`config.mk`:
```
export PLATFORM = sky130hd
export DESIGN_NAME = adccr_regs
export DESIGN_NICKNAME = d
export VERILOG_FILES = /design/src/hdl/adccr_pkg.sv /design/src/hdl/adccr_clamp_sync.sv /design/src/hdl/adccr_regs.sv
export SDC_FILE = /design/constraint.sdc
export NUM_CORES = 1
export LEC_CHECK = 0
export ABC_AREA = 1
export CORE_MARGIN = 3
export CORE_UTILIZATION = 47
export CTS_BUF_LIST = sky130_fd_sc_hd__clkbuf_4
export DETAILED_ROUTE_END_ITERATION = 10
export DONT_BUFFER_PORTS = 1
export PLACE_DENSITY = 0.66
export SLEW_MARGIN = 0
export SYNTH_ARGS = -nofsm -noshare
export SYNTH_HDL_FRONTEND = slang
export SYNTH_SLANG_ARGS = --single-unit
```
`constraint.sdc`:
```
create_clock -name core_clk -period 1.08 [get_ports core_clk]
set_input_delay 0.162 -clock core_clk [delete_from_list [all_inputs] [get_ports core_clk]]
set_output_delay 0.162 -clock core_clk [all_outputs]
set_load 0.02 [all_outputs]
```
`src/hdl/adccr_pkg.sv`:
```
// Purpose: constants for the converter setup and clamp flag registers
// Assumes: 15-bit register address, 8-bit register data
// Notes:   offsets, field positions and reset values
package adccr_pkg;
  localparam int          ADDR_W            = 15;
  localparam int          DATA_W            = 8;
  localparam logic [14:0] CLAMP_UPPER_ADDR  = 15'h001b;
  localparam logic [14:0] DEV_CONFIG_ADDR   = 15'h0020;
  localparam logic [7:0]  CLAMP_UPPER_RESET = 8'h00;
  localparam logic [7:0]  DEV_CONFIG_RESET  = 8'h10;
  localparam logic [7:0]  DEV_CONFIG_MASK   = 8'hff;
  localparam int          ALERT_CLEAR_BIT   = 7;
  localparam int          IDLE_BEHAV_BIT    = 6;
  localparam int          STATUS_APPEND_BIT = 5;
  localparam int          REGULATOR_EN_BIT  = 4;
  localparam int          RSVD_HI_BIT       = 3;
  localparam int          IFACE_MODE_BIT    = 2;
  localparam int          CMD_CYCLE_BIT     = 1;
  localparam int          RSVD_LO_BIT       = 0;
  localparam int          CLAMP_CHANNELS    = 8;
  localparam logic [7:0]  READ_ZERO         = 8'h00;
endpackage

```
`src/hdl/adccr_clamp_sync.sv`:
```
// Purpose: three-stage synchroniser for the clamp flags
// Assumes: flags are asynchronous levels from the analog clamps
// Notes:   a change is taken once stages two and three agree
`timescale 1ns/1ps
module adccr_clamp_sync #(
  parameter int WIDTH = 8
) (
  // clock and control
  input  wire logic             core_clk,
  input  wire logic             sys_rst,
  input  wire logic             clkEn,
  // flags
  input  wire logic [WIDTH-1:0] flagAsync,
  output logic      [WIDTH-1:0] flagClean
);
  logic [WIDTH-1:0] s1_reg, s2_reg, s3_reg, out_reg;
  logic [WIDTH-1:0] s1_next, s2_next, s3_next, out_next;

  always_comb begin
    s1_next  = flagAsync;
    s2_next  = s1_reg;
    s3_next  = s2_reg;
    out_next = out_reg;
    for (int i = 0; i < WIDTH; i++) begin
      if (s2_reg[i] == s3_reg[i]) begin
        out_next[i] = s3_reg[i];
      end
    end
  end

  always_ff @(posedge core_clk) begin
    if (sys_rst) begin
      s1_reg  <= '0;
      s2_reg  <= '0;
      s3_reg  <= '0;
      out_reg <= '0;
    end else if (clkEn) begin
      s1_reg  <= s1_next;
      s2_reg  <= s2_next;
      s3_reg  <= s3_next;
      out_reg <= out_next;
    end
  end

  assign flagClean = out_reg;
endmodule

```
`src/hdl/adccr_regs.sv`:
```
// Purpose: setup register and upper clamp flag register of the converter
// Assumes: register access port from the serial front end, same clock
// Notes:   read data is registered, one cycle after the read strobe
`timescale 1ns/1ps
////////////////////////////////////////////////////////////////////////////////
// Function
// - each upper clamp flag bit reads 1 while the matching input 8 to 15 clamp is active.
// - clamp flags do not latch and drop to 0 once the clamp deactivates.
// - setup bit 7 picks alert clearing, 0 hysteresis on and 1 off, reset 0.
// - setup bit 6 picks output behaviour at frame edges, 0 hold and 1 busy indication.
// - setup bit 5 set makes conversion results carry appended status bits.
// - setup bit 4 enables the internal regulator, resets to 1, clearing it cuts core supply.
// - setup bit 2 selects the interface mode, 1 conversion and 0 register configuration.
// - the register configuration mode command clears the interface mode bit.
// - setup bit 1 picks command mode, 0 two-cycle and 1 single-cycle.
// - setup sits at 0x0020 with reset 0x10, upper clamp flags at 0x001b with reset 0x00.
module adccr_regs (
  // clock, reset, enable
  input  wire logic        core_clk,
  input  wire logic        sys_rst,
  input  wire logic        clkEn,
  // register access
  input  wire logic [14:0] regAddr,
  input  wire logic        regWrite,
  input  wire logic        regRead,
  input  wire logic [7:0]  regWdata,
  output logic      [7:0]  regRdata,
  output logic             regRvalid,
  // interface events
  input  wire logic        regConfigCmd,
  // analog clamp flags, inputs 8 to 15
  input  wire logic [7:0]  clampActiveAsync,
  // setup controls
  output logic             alertHystDisable,
  output logic             outputBusyIndicate,
  output logic             statusAppendEn,
  output logic             internalRegulatorEn,
  output logic             conversionMode,
  output logic             singleCycleCmd,
  output logic             coreSupplyOn
);
  ////////////////////////////////////////////////////////////////////////////
  logic [7:0] clampClean;
  logic [7:0] config_reg, config_next;
  logic [7:0] rdata_reg, rdata_next;
  logic       rvalid_reg, rvalid_next;
  logic [7:0] clamp_reg, clamp_next;

  function automatic logic hit(input logic [14:0] a, input logic [14:0] b);
    hit = (a == b);
  endfunction

  adccr_clamp_sync #(.WIDTH(adccr_pkg::CLAMP_CHANNELS)) u_sync (
    .core_clk (core_clk),
    .sys_rst  (sys_rst),
    .clkEn    (clkEn),
    .flagAsync(clampActiveAsync),
    .flagClean(clampClean)
  );

  ////////////////////////////////////////////////////////////////////////////
  always_comb begin
    config_next = config_reg;
    clamp_next  = clampClean;
    rdata_next  = rdata_reg;
    rvalid_next = 1'b0;
    if (regWrite && hit(regAddr, adccr_pkg::DEV_CONFIG_ADDR)) begin
      config_next = regWdata & adccr_pkg::DEV_CONFIG_MASK;
    end
    if (regConfigCmd) begin
      config_next[adccr_pkg::IFACE_MODE_BIT] = 1'b0;
    end
    if (regRead) begin
      rvalid_next = 1'b1;
      if (hit(regAddr, adccr_pkg::DEV_CONFIG_ADDR)) begin
        rdata_next = config_reg;
      end else if (hit(regAddr, adccr_pkg::CLAMP_UPPER_ADDR)) begin
        rdata_next = clamp_reg;
      end else begin
        rdata_next = adccr_pkg::READ_ZERO;
      end
    end
  end

  always_ff @(posedge core_clk) begin
    if (sys_rst) begin
      config_reg <= adccr_pkg::DEV_CONFIG_RESET;
      clamp_reg  <= adccr_pkg::CLAMP_UPPER_RESET;
      rdata_reg  <= adccr_pkg::READ_ZERO;
      rvalid_reg <= 1'b0;
    end else if (clkEn) begin
      config_reg <= config_next;
      clamp_reg  <= clamp_next;
      rdata_reg  <= rdata_next;
      rvalid_reg <= rvalid_next;
    end
  end

  ////////////////////////////////////////////////////////////////////////////
  // registered read data and valid, then controls straight from the setup register
  assign regRdata            = rdata_reg;
  assign regRvalid           = rvalid_reg;
  assign alertHystDisable    = config_reg[adccr_pkg::ALERT_CLEAR_BIT];
  assign outputBusyIndicate  = config_reg[adccr_pkg::IDLE_BEHAV_BIT];
  assign statusAppendEn      = config_reg[adccr_pkg::STATUS_APPEND_BIT];
  assign internalRegulatorEn = config_reg[adccr_pkg::REGULATOR_EN_BIT];
  assign coreSupplyOn        = config_reg[adccr_pkg::REGULATOR_EN_BIT];
  assign conversionMode      = config_reg[adccr_pkg::IFACE_MODE_BIT];
  assign singleCycleCmd      = config_reg[adccr_pkg::CMD_CYCLE_BIT];
endmodule

```
==> results of run 1 <==
cell usage in the layout (no fill, tap or decap):
cell           count
a21oi_1           32
buf_12             3
buf_4             16
buf_6              4
clkbuf_4          11
clkinv_1           3
clkinv_2           3
dfxtp_1           49
dfxtp_2            7
dfxtp_4            1
dlygate4sd3_1     18
inv_1             41
nand2_1           54
nand3_1           17
nand3_4            1
nand4_1            1
nor2_1            66
nor2_4             2
o21ai_0           47
o21bai_1           1
metal layers:
metal / part of all wire / track usage
met2: 0.43 / 0.2617
met3: 0.051 / 0.04108
met5: 0 / 0
met1: 0.50 / 0.2371
met4: 0.017 / 0.09075
kinds of logic (layout without fill, tap and decap cells):
kind of cell	Yosys count	in the layout
and+or+nand+nor	141	141
AOI/OAI and AO/OA	80	80
buffers and inverters	60	99
DFF	57	57
power breakdown:
| group | leakage, nW | switching, W | internal [W] |
|---|---|---|---|
| sequential | 0.471 | 0.0000433 | 0.00219 |
| combinational | 0.747 | 0.000210 | 0.000175 |
| clock | 0.0655 | 0.000742 | 0.000499 |
stage by stage:
step / worst slack (ns) / setup TNS [ns] / area, um^2
6_report: 0.02590 / 0 / 2890
3_5_place_dp: -0.008213 / -0.008213 / 2577
3_3_place_gp: 0.02530 / 0 / 2577
2_1_floorplan: 0.02698 / 0 / 2377
5_1_grt: -0.009465 / -0.01893 / 2890
4_1_cts: 0.005489 / 0 / 2877
path summary, 6_finish.rpt:
| kind | start | endpoint | slack (ns) | cells past startpoint |
|---|---|---|---|---|
| max | config_reg[7] | alertHystDisable | 0.03 | 1 |
| min | clkEn | u_sync.s3_reg[5] | -0.15 | 1 |
| max reg2reg | clamp_reg[6] | regRdata[6] | 0.30 | 6 |
| min reg2reg | clamp_reg[5] | clamp_reg[5] | 0.46 | 2 |
layout make-up:
type / count / area (um^2)
Inverter: 42 / 157.7
Fill cell: 472 / 1927
Sequential cell: 57 / 1154
Clock inverter: 5 / 22.52
Tap cell: 67 / 83.83
Multi-Input combinational cell: 221 / 984.7
Timing Repair Buffer: 41 / 405.4
Clock buffer: 11 / 82.58
what timing repair did:
action | in CTS | in global routing
endpoints found under the hold margin | 42 | 24
resized for setup | 7 | 6
endpoints found under the setup margin | 6 | 8
==> results.toml, run 1 <==
[status]
status = "finished with violations"
violations = "hold timing"

[synth]
ys_types = 16
yosys_warnings = 0
syn_area_per_cell_um2 = 7.033
synth_area_um2 = 2377
synth-xor-area-share = 0
synth_top_family_by_area = "simple AND/OR/NAND/NOR gates"
ys_async_sr_fraction = 0
syn-num-nets = 375
yosysMostFrequentCell = "nor2_1"
synthTopCellsByArea = "dfxtp_1, nor2_1, o21ai_0"
synthMuxAreaShare = 0
synthSimpleGateAreaFrac = 0.2447
yosys_most_used_dff = "dfxtp_1"
yosys.area.top_type_share = 0.4800
yosys.area.top_type = "dfxtp_1"
synth_seq_cells = 57
synth_compound_area_frac = 0.1695
synth_edf_count = 0
synth_common_cells = "nor2_1, dfxtp_1, nand2_1"
syn_inst = 338
synth_fa_ha_area_frac = 0
yosysSeqAreaShare = 0.4800

[floorplanning]
die_w_um = 77.12
die_y_um = 77.12
num_io_pins = 53
rows = 25
core_um2 = 4817
fp.dieArea_um2 = 5947
start_util = 0.4935

[worst_setup_path]
crit_family = "flip-flops"
path_buf_inv = 1
path_cells = "buf_4"
critPathMaxStageDelay_ns = 0.36
crit_required_ns = 0.92
cp_data_arrival_time_ns = 0.89
critPathMaxFanout = 3
startpoint_type = "flip-flop"
critPathKind = "reg -> out"
cp-end-kind = "output pin"
slowest_stage = "dfxtp_2"

[cts]
cts_setup_buffers = 0
tritoncts = "yes"
cts.sinks = 57
cts_buffers = 9
cts.path.max_buffers = 2
cts_max_level = 3
cts_hold_buf = 18
path_clk_slew_ns = 0.09
clock_latency_ns = 0.39
root_buffer = "clkbuf_4"

[global_route]
grt_pass1_wl_mm = 8.418
grt_pass1_vias = 1895
globalRouteOverflowTotal = 0
grt_usage = 0.1762
antenna_found_initial = 0
grt_max_degree = 47

[timing]
finClkSkew_ns = 0.006831
worst_pin_slew_ns = 0.4755
fin_crit_sh = 0.9760
slew_viol_final = 0
period_needed_ns = 1.054
max_slew_margin = 0.6819
hold_violations = 24
finalSetupViolCount = 0
grt_setup_unrepaired = "yes"
hold_ws_ns = -0.1536
fmax_mhz = 948.7

[route]
drt_first_pass_iters = 7
remaining_drc_errors = 0
viasPerCell = 4.786
wl_per_cell_um = 11.17
drt_iter0_markers = 156
vias = 2125
drt_wl_total_mm = 4.960
antenna_left = 0

[power_and_ir_drop]
power.total_w = 0.003861
power_density_nw_per_um2 = 1336
peakVddDrop_mv = 0.8463
leakagePower_nw = 1.283

[placement]
dp.cells = 410
port_buffers = 0
dp_hpwl_mm = 3.198
finalWeightedCongestion = 0.7884

[flow_run]
maxCapViolations = 0

[final_layout]
final_cell_count_no_fill = 444
syn2layout_area_growth_pct = 21.58
n_antenna_cell = 0
final_util = 0.6000
finalNetCount = 409
layout-drive-gt1-share = 0.1273

[worst_hold_path]
hold_path_class = "in -> reg"
(Power assumes the default switching activity.)
==> inputs of run 2 (changes only) <==
--- a/config.mk
+++ b/config.mk
@@ -12,4 +12,5 @@
 export DETAILED_ROUTE_END_ITERATION = 10
 export DONT_BUFFER_PORTS = 1
+export GPL_TIMING_DRIVEN = 0
 export PLACE_DENSITY = 0.66
 export SLEW_MARGIN = 0
==> constraint.sdc (replaced) <==
create_clock -name core_clk -period 1.08 [get_ports core_clk]
set_input_delay 0.162 -clock core_clk [delete_from_list [all_inputs] [get_ports core_clk]]
set_output_delay 0.162 -clock core_clk [all_outputs]
set_load 0.005 [all_outputs]
==> run 2 against run 1 <==
Compared with the run above:
- the run now ends clean
- combinational power decreased by 8.6%
- clock skew decreased by 0.00080 ns
- clock-buffer cell count decreased by 2
- flip-flop and latch count unchanged
- die area unchanged
- sequential share of layout area increased by 0.95 points
- register-to-register slack about the same
- sequential power about the same
- power increased by 11%
- routed wire length increased by 7.4%
- cell area decreased by 3.3%
- non-clock buffer count decreased by 5
==> results.toml, run 2 (synthesized netlist as in run 1, its figures left out) <==
[status]
status = "finished, final reports clean"

[timing]
max_slew_margin = 0.6358
hold_violations = 0
period_needed_ns = 1.033
slew_viol_final = 0
finalSetupViolCount = 0
grt_setup_unrepaired = "no"
hold_ws_ns = 0.03938
fin_setup_tns_ns = 0
fmax_mhz = 968.4
worst_pin_slew_ns = 0.5463
fin_ws_ns = 0.04737
finClkSkew_ns = 0.006035
fin_crit_sh = 0.9561

[floorplanning]
die_y_um = 77.12
core_um2 = 4817
rows = 25
num_io_pins = 53
die_w_um = 77.12
fp.dieArea_um2 = 5947
start_util = 0.4935

[worst_hold_path]
holdPathStages = 4
hold_path_class = "in -> reg"
holdPathEnd = "config_reg[2]"
hold_start = "regWdata[2]"

[global_route]
grt_pass1_vias = 2028
grt_pass1_wl_mm = 9.232
globalRouteOverflowTotal = 0
grt_usage = 0.1954
grt_max_degree = 11
antenna_found_initial = 0

[cts]
cts_setup_buffers = 0
path_clk_slew_ns = 0.10
tritoncts = "yes"
cts.path.max_buffers = 2
root_buffer = "clkbuf_4"
cts_buffers = 9
clock_latency_ns = 0.39
cts.sinks = 57
cts_max_level = 3

[route]
wl_per_cell_um = 12.14
drt_iter0_markers = 97
antenna_left = 0
viasPerCell = 4.877
drt_first_pass_iters = 4
drt_wl_total_mm = 5.329
vias = 2141
remaining_drc_errors = 0

[power_and_ir_drop]
leakagePower_nw = 1.206
power_density_nw_per_um2 = 1538
peakVddDrop_mv = 0.7494

[placement]
place_ws_ns = -0.2342
dpl_cell_area_um2 = 2461
dp_hpwl_mm = 3.716
finalWeightedCongestion = 0.7816
port_buffers = 0

[worst_setup_path]
critPathMaxStageDelay_ns = 0.37
crit_family = "flip-flops"
timing.reg2reg.setup_slack_ns = 0.30
r2r_cells = 6
cp-end-kind = "output pin"
critPathMaxFanout = 4
reg2reg_to = "regRdata[5]"
slowest_stage = "dfxtp_2"
crit_required_ns = 0.92
r2r_start = "clamp_reg[5]"
path_cells = "buf_4"
crit_start = "config_reg[4]"
path_buf_inv = 1
startpoint_type = "flip-flop"
critPathKind = "reg -> out"
cp_data_arrival_time_ns = 0.87

[final_layout]
final_common_cell = "nor2_1"
layout-drive-gt1-share = 0.06720
final_cell_mix = "nor2_1, dfxtp_1, nand2_1"
finalNetCount = 404
syn2layout_area_growth_pct = 17.58
design_area_um2 = 2795
n_antenna_cell = 0

[flow_run]
maxCapViolations = 0
## run 2: cell types whose count changed in the layout (fill, tap and decap cells not counted), sizes merged
cell,delta
buf,-16
clkbuf,+9
bufinv,+2
clkinv,-1
clkinvlp,+1
## run 2: cell type report
cell class,count,area (um^2)
fill,473,2022
timing repair buffer,18,180.2
buffer,18,93.84
clock inverter,7,85.08
tap,67,83.83
inverter,42,157.7
multi-input combinational,221,984.7
clock buffer,9,67.56
sequential,57,1142
## run 2: stage by stage
step,util,instances,power [W]
5_1_grt,0.5803,439,0.004475
3_3_place_gp,0.5109,405,0.002582
2_1_floorplan,-,338,0.002511
4_1_cts,0.5803,439,0.004329
6_report,0.5803,439,0.004299
3_5_place_dp,0.5109,405,0.002592
## run 2: worst max-delay path by stage
stage                     cells past startpoint                   to  slack, ns
after floorplan                               7        config_reg[0]       0.03
after global placement                        5         clamp_reg[7]      -0.21
after detailed placement                      5     u_sync.s2_reg[6]      -0.23
after CTS                                     1  internalRegulatorEn       0.02
after global routing                          1  internalRegulatorEn      0.008
final                                         1  internalRegulatorEn       0.05
## run 2: power by group
group	total (W)	internal (W)	switching (W)
registers	0.00224	0.00220	0.0000495
logic	0.000352	0.000143	0.000209
clock network	0.00170	0.000915	0.000787
## run 2: what timing repair did
action,in CTS,in global routing
hold buffers,18,0
resized for setup,1,0
setup endpoints to repair,1,0
endpoints found under the hold margin,18,0
## run 2: layer usage
layer	routed length [um]	track usage
met5	0	0
met4	121	0.1139
met3	307	0.04108
met2	2361	0.2910
met1	2538	0.2599
==> inputs of run 3 (changes only) <==
- PLACE_DENSITY: 0.66 -> 0.64
- clock period: 1.08 -> 1.2 ns (I/O delays scaled with it)
==> run 3 against run 2 <==
Compared with the run above:
- critical path depth is the same
- cell area fell by 1.4%
- setup slack better by 0.025 ns
- sequential share of layout area grew 0.53 points
- largest cell class unchanged
- highest routed layer unchanged
==> results.toml, run 3 (synthesized netlist as in run 1, its figures left out) <==
[status]
status = "finished, final reports clean"

[floorplanning]
core_um2 = 4817
die_w_um = 77.12
start_util = 0.4935
rows = 25
fp.dieArea_um2 = 5947
die_y_um = 77.12
num_io_pins = 53

[cts]
cts.path.max_buffers = 2
cts.sinks = 57
cts_buffers = 9
clock_latency_ns = 0.40
tritoncts = "yes"
root_buffer = "clkbuf_4"
cts_max_level = 3
path_clk_slew_ns = 0.09

[worst_setup_path]
crit_required_ns = 1.02
critPathMaxFanout = 4
crit_family = "flip-flops"
path_cells = "buf_4"
cp-end-kind = "output pin"
slowest_stage = "dfxtp_1"
critPathMaxStageDelay_ns = 0.41
path_buf_inv = 1
critPathKind = "reg -> out"
cp_data_arrival_time_ns = 0.95
crit_start = "config_reg[4]"
r2r_start = "config_reg[2]"
startpoint_type = "flip-flop"

[global_route]
antenna_found_initial = 0
grt_max_degree = 11
globalRouteOverflowTotal = 0
grt_pass1_vias = 2055
grt_usage = 0.1986
grt_pass1_wl_mm = 9.211

[final_layout]
syn2layout_area_growth_pct = 15.95
final_common_cell = "nor2_1"
seq_area_um2 = 1141
final_cell_count_no_fill = 437
final_cell_mix = "nor2_1, dfxtp_1, nand2_1"
layout-drive-gt1-share = 0.06486
multi_input_area_um2 = 984.7
finalNetCount = 403
n_antenna_cell = 0
num-fill-cells = 514

[route]
drt_iter0_markers = 93
vias = 2132
remaining_drc_errors = 0
drt_first_pass_iters = 4
viasPerCell = 4.879
wl_per_cell_um = 12.21
drt_wl_total_mm = 5.335
antenna_left = 0

[timing]
hold_ws_ns = 0.02414
worst_pin_slew_ns = 0.5767
grt_setup_unrepaired = "no"
finalSetupViolCount = 0
hold_violations = 0
finClkSkew_ns = 0.01055
slew_viol_final = 0
max_slew_margin = 0.6155
fmax_mhz = 886.8
period_needed_ns = 1.128
fin_crit_sh = 0.9397
fin_setup_tns_ns = 0

[placement]
dp.cells = 405
port_buffers = 0
finalWeightedCongestion = 0.7609
dp_hpwl_mm = 3.667

[power_and_ir_drop]
power_density_nw_per_um2 = 1320
leakagePower_nw = 1.192
peakVddDrop_mv = 0.8554

[worst_hold_path]
hold_path_class = "in -> reg"
hold_start = "regConfigCmd"

[flow_run]
maxCapViolations = 0
-- run 3: changes by cell type in the layout (fill, tap and decap cells not counted), sizes merged --
cell and delta:
buf -1, clkbuf +2, clkinvlp -1, dlygate4sd3 -1
bufinv -1
-- run 3: per-layer routing --
layer  GRT usage  vias to the layer above  wire length, um
met5           0                        -                0
met4      0.1085                        0              123
met3     0.04930                       10              302
met2      0.3109                       54             2333
met1      0.2496                      946             2576
li1            -                     1122                -
-- run 3: timing repair --
item	4_1_cts	5_1_grt
resized for setup	0	2
buffers inserted	0	0
endpoints found under the setup margin	0	8
hold endpoints to repair	17	0
hold buffers	17	0
-- run 3: area by class of cell --
type | instances | area share
repair buffers | 17 | 0.06173
inverters | 42 | 0.05719
well taps | 67 | 0.03041
clock buffers | 10 | 0.02724
flip-flops and latches | 57 | 0.4140
plain buffers | 18 | 0.03495
clock inverters | 5 | 0.01725
multi-input cells | 221 | 0.3572
-- run 3: worst register-to-register path, cell delays in order, from the launching register on --
cell and delay (ns):
dfxtp_1 0.40, nand3_1 0.12, nand3_1 0.10, nand2_1 0.05, inv_1 0.04
-- run 3: stage by stage --
step	util	instance area (um^2)	power, W	setup slack (ns)
floorplan	-	2377	0.002260	0.1290
global placement	0.5109	2461	0.002325	-0.1122
CTS	0.5717	2754	0.003666	0.03610
global route	0.5722	2756	0.003816	0.006017
detailed placement	0.5109	2461	0.002330	-0.1227
finish	0.5722	2756	0.003638	0.07237
-- run 3: report_power, final --
part,switching (W),leakage (nW),internal [W],total [W]
Sequential,0.0000416,0.468,0.00198,0.00202
Clock,0.000680,0.0711,0.000628,0.00131
Combinational,0.000187,0.653,0.000127,0.000314
Total,0.000908,1.19,0.00273,0.00364
-- run 3: final timing paths --
check	slack [ns]	end	cells after the start
worst max-delay path	0.07	internalRegulatorEn	1
worst min-delay path	0.02	config_reg[2]	5
worst max register to register	0.43	regRdata[2]	4
worst min register to register	0.46	clamp_reg[3]	2
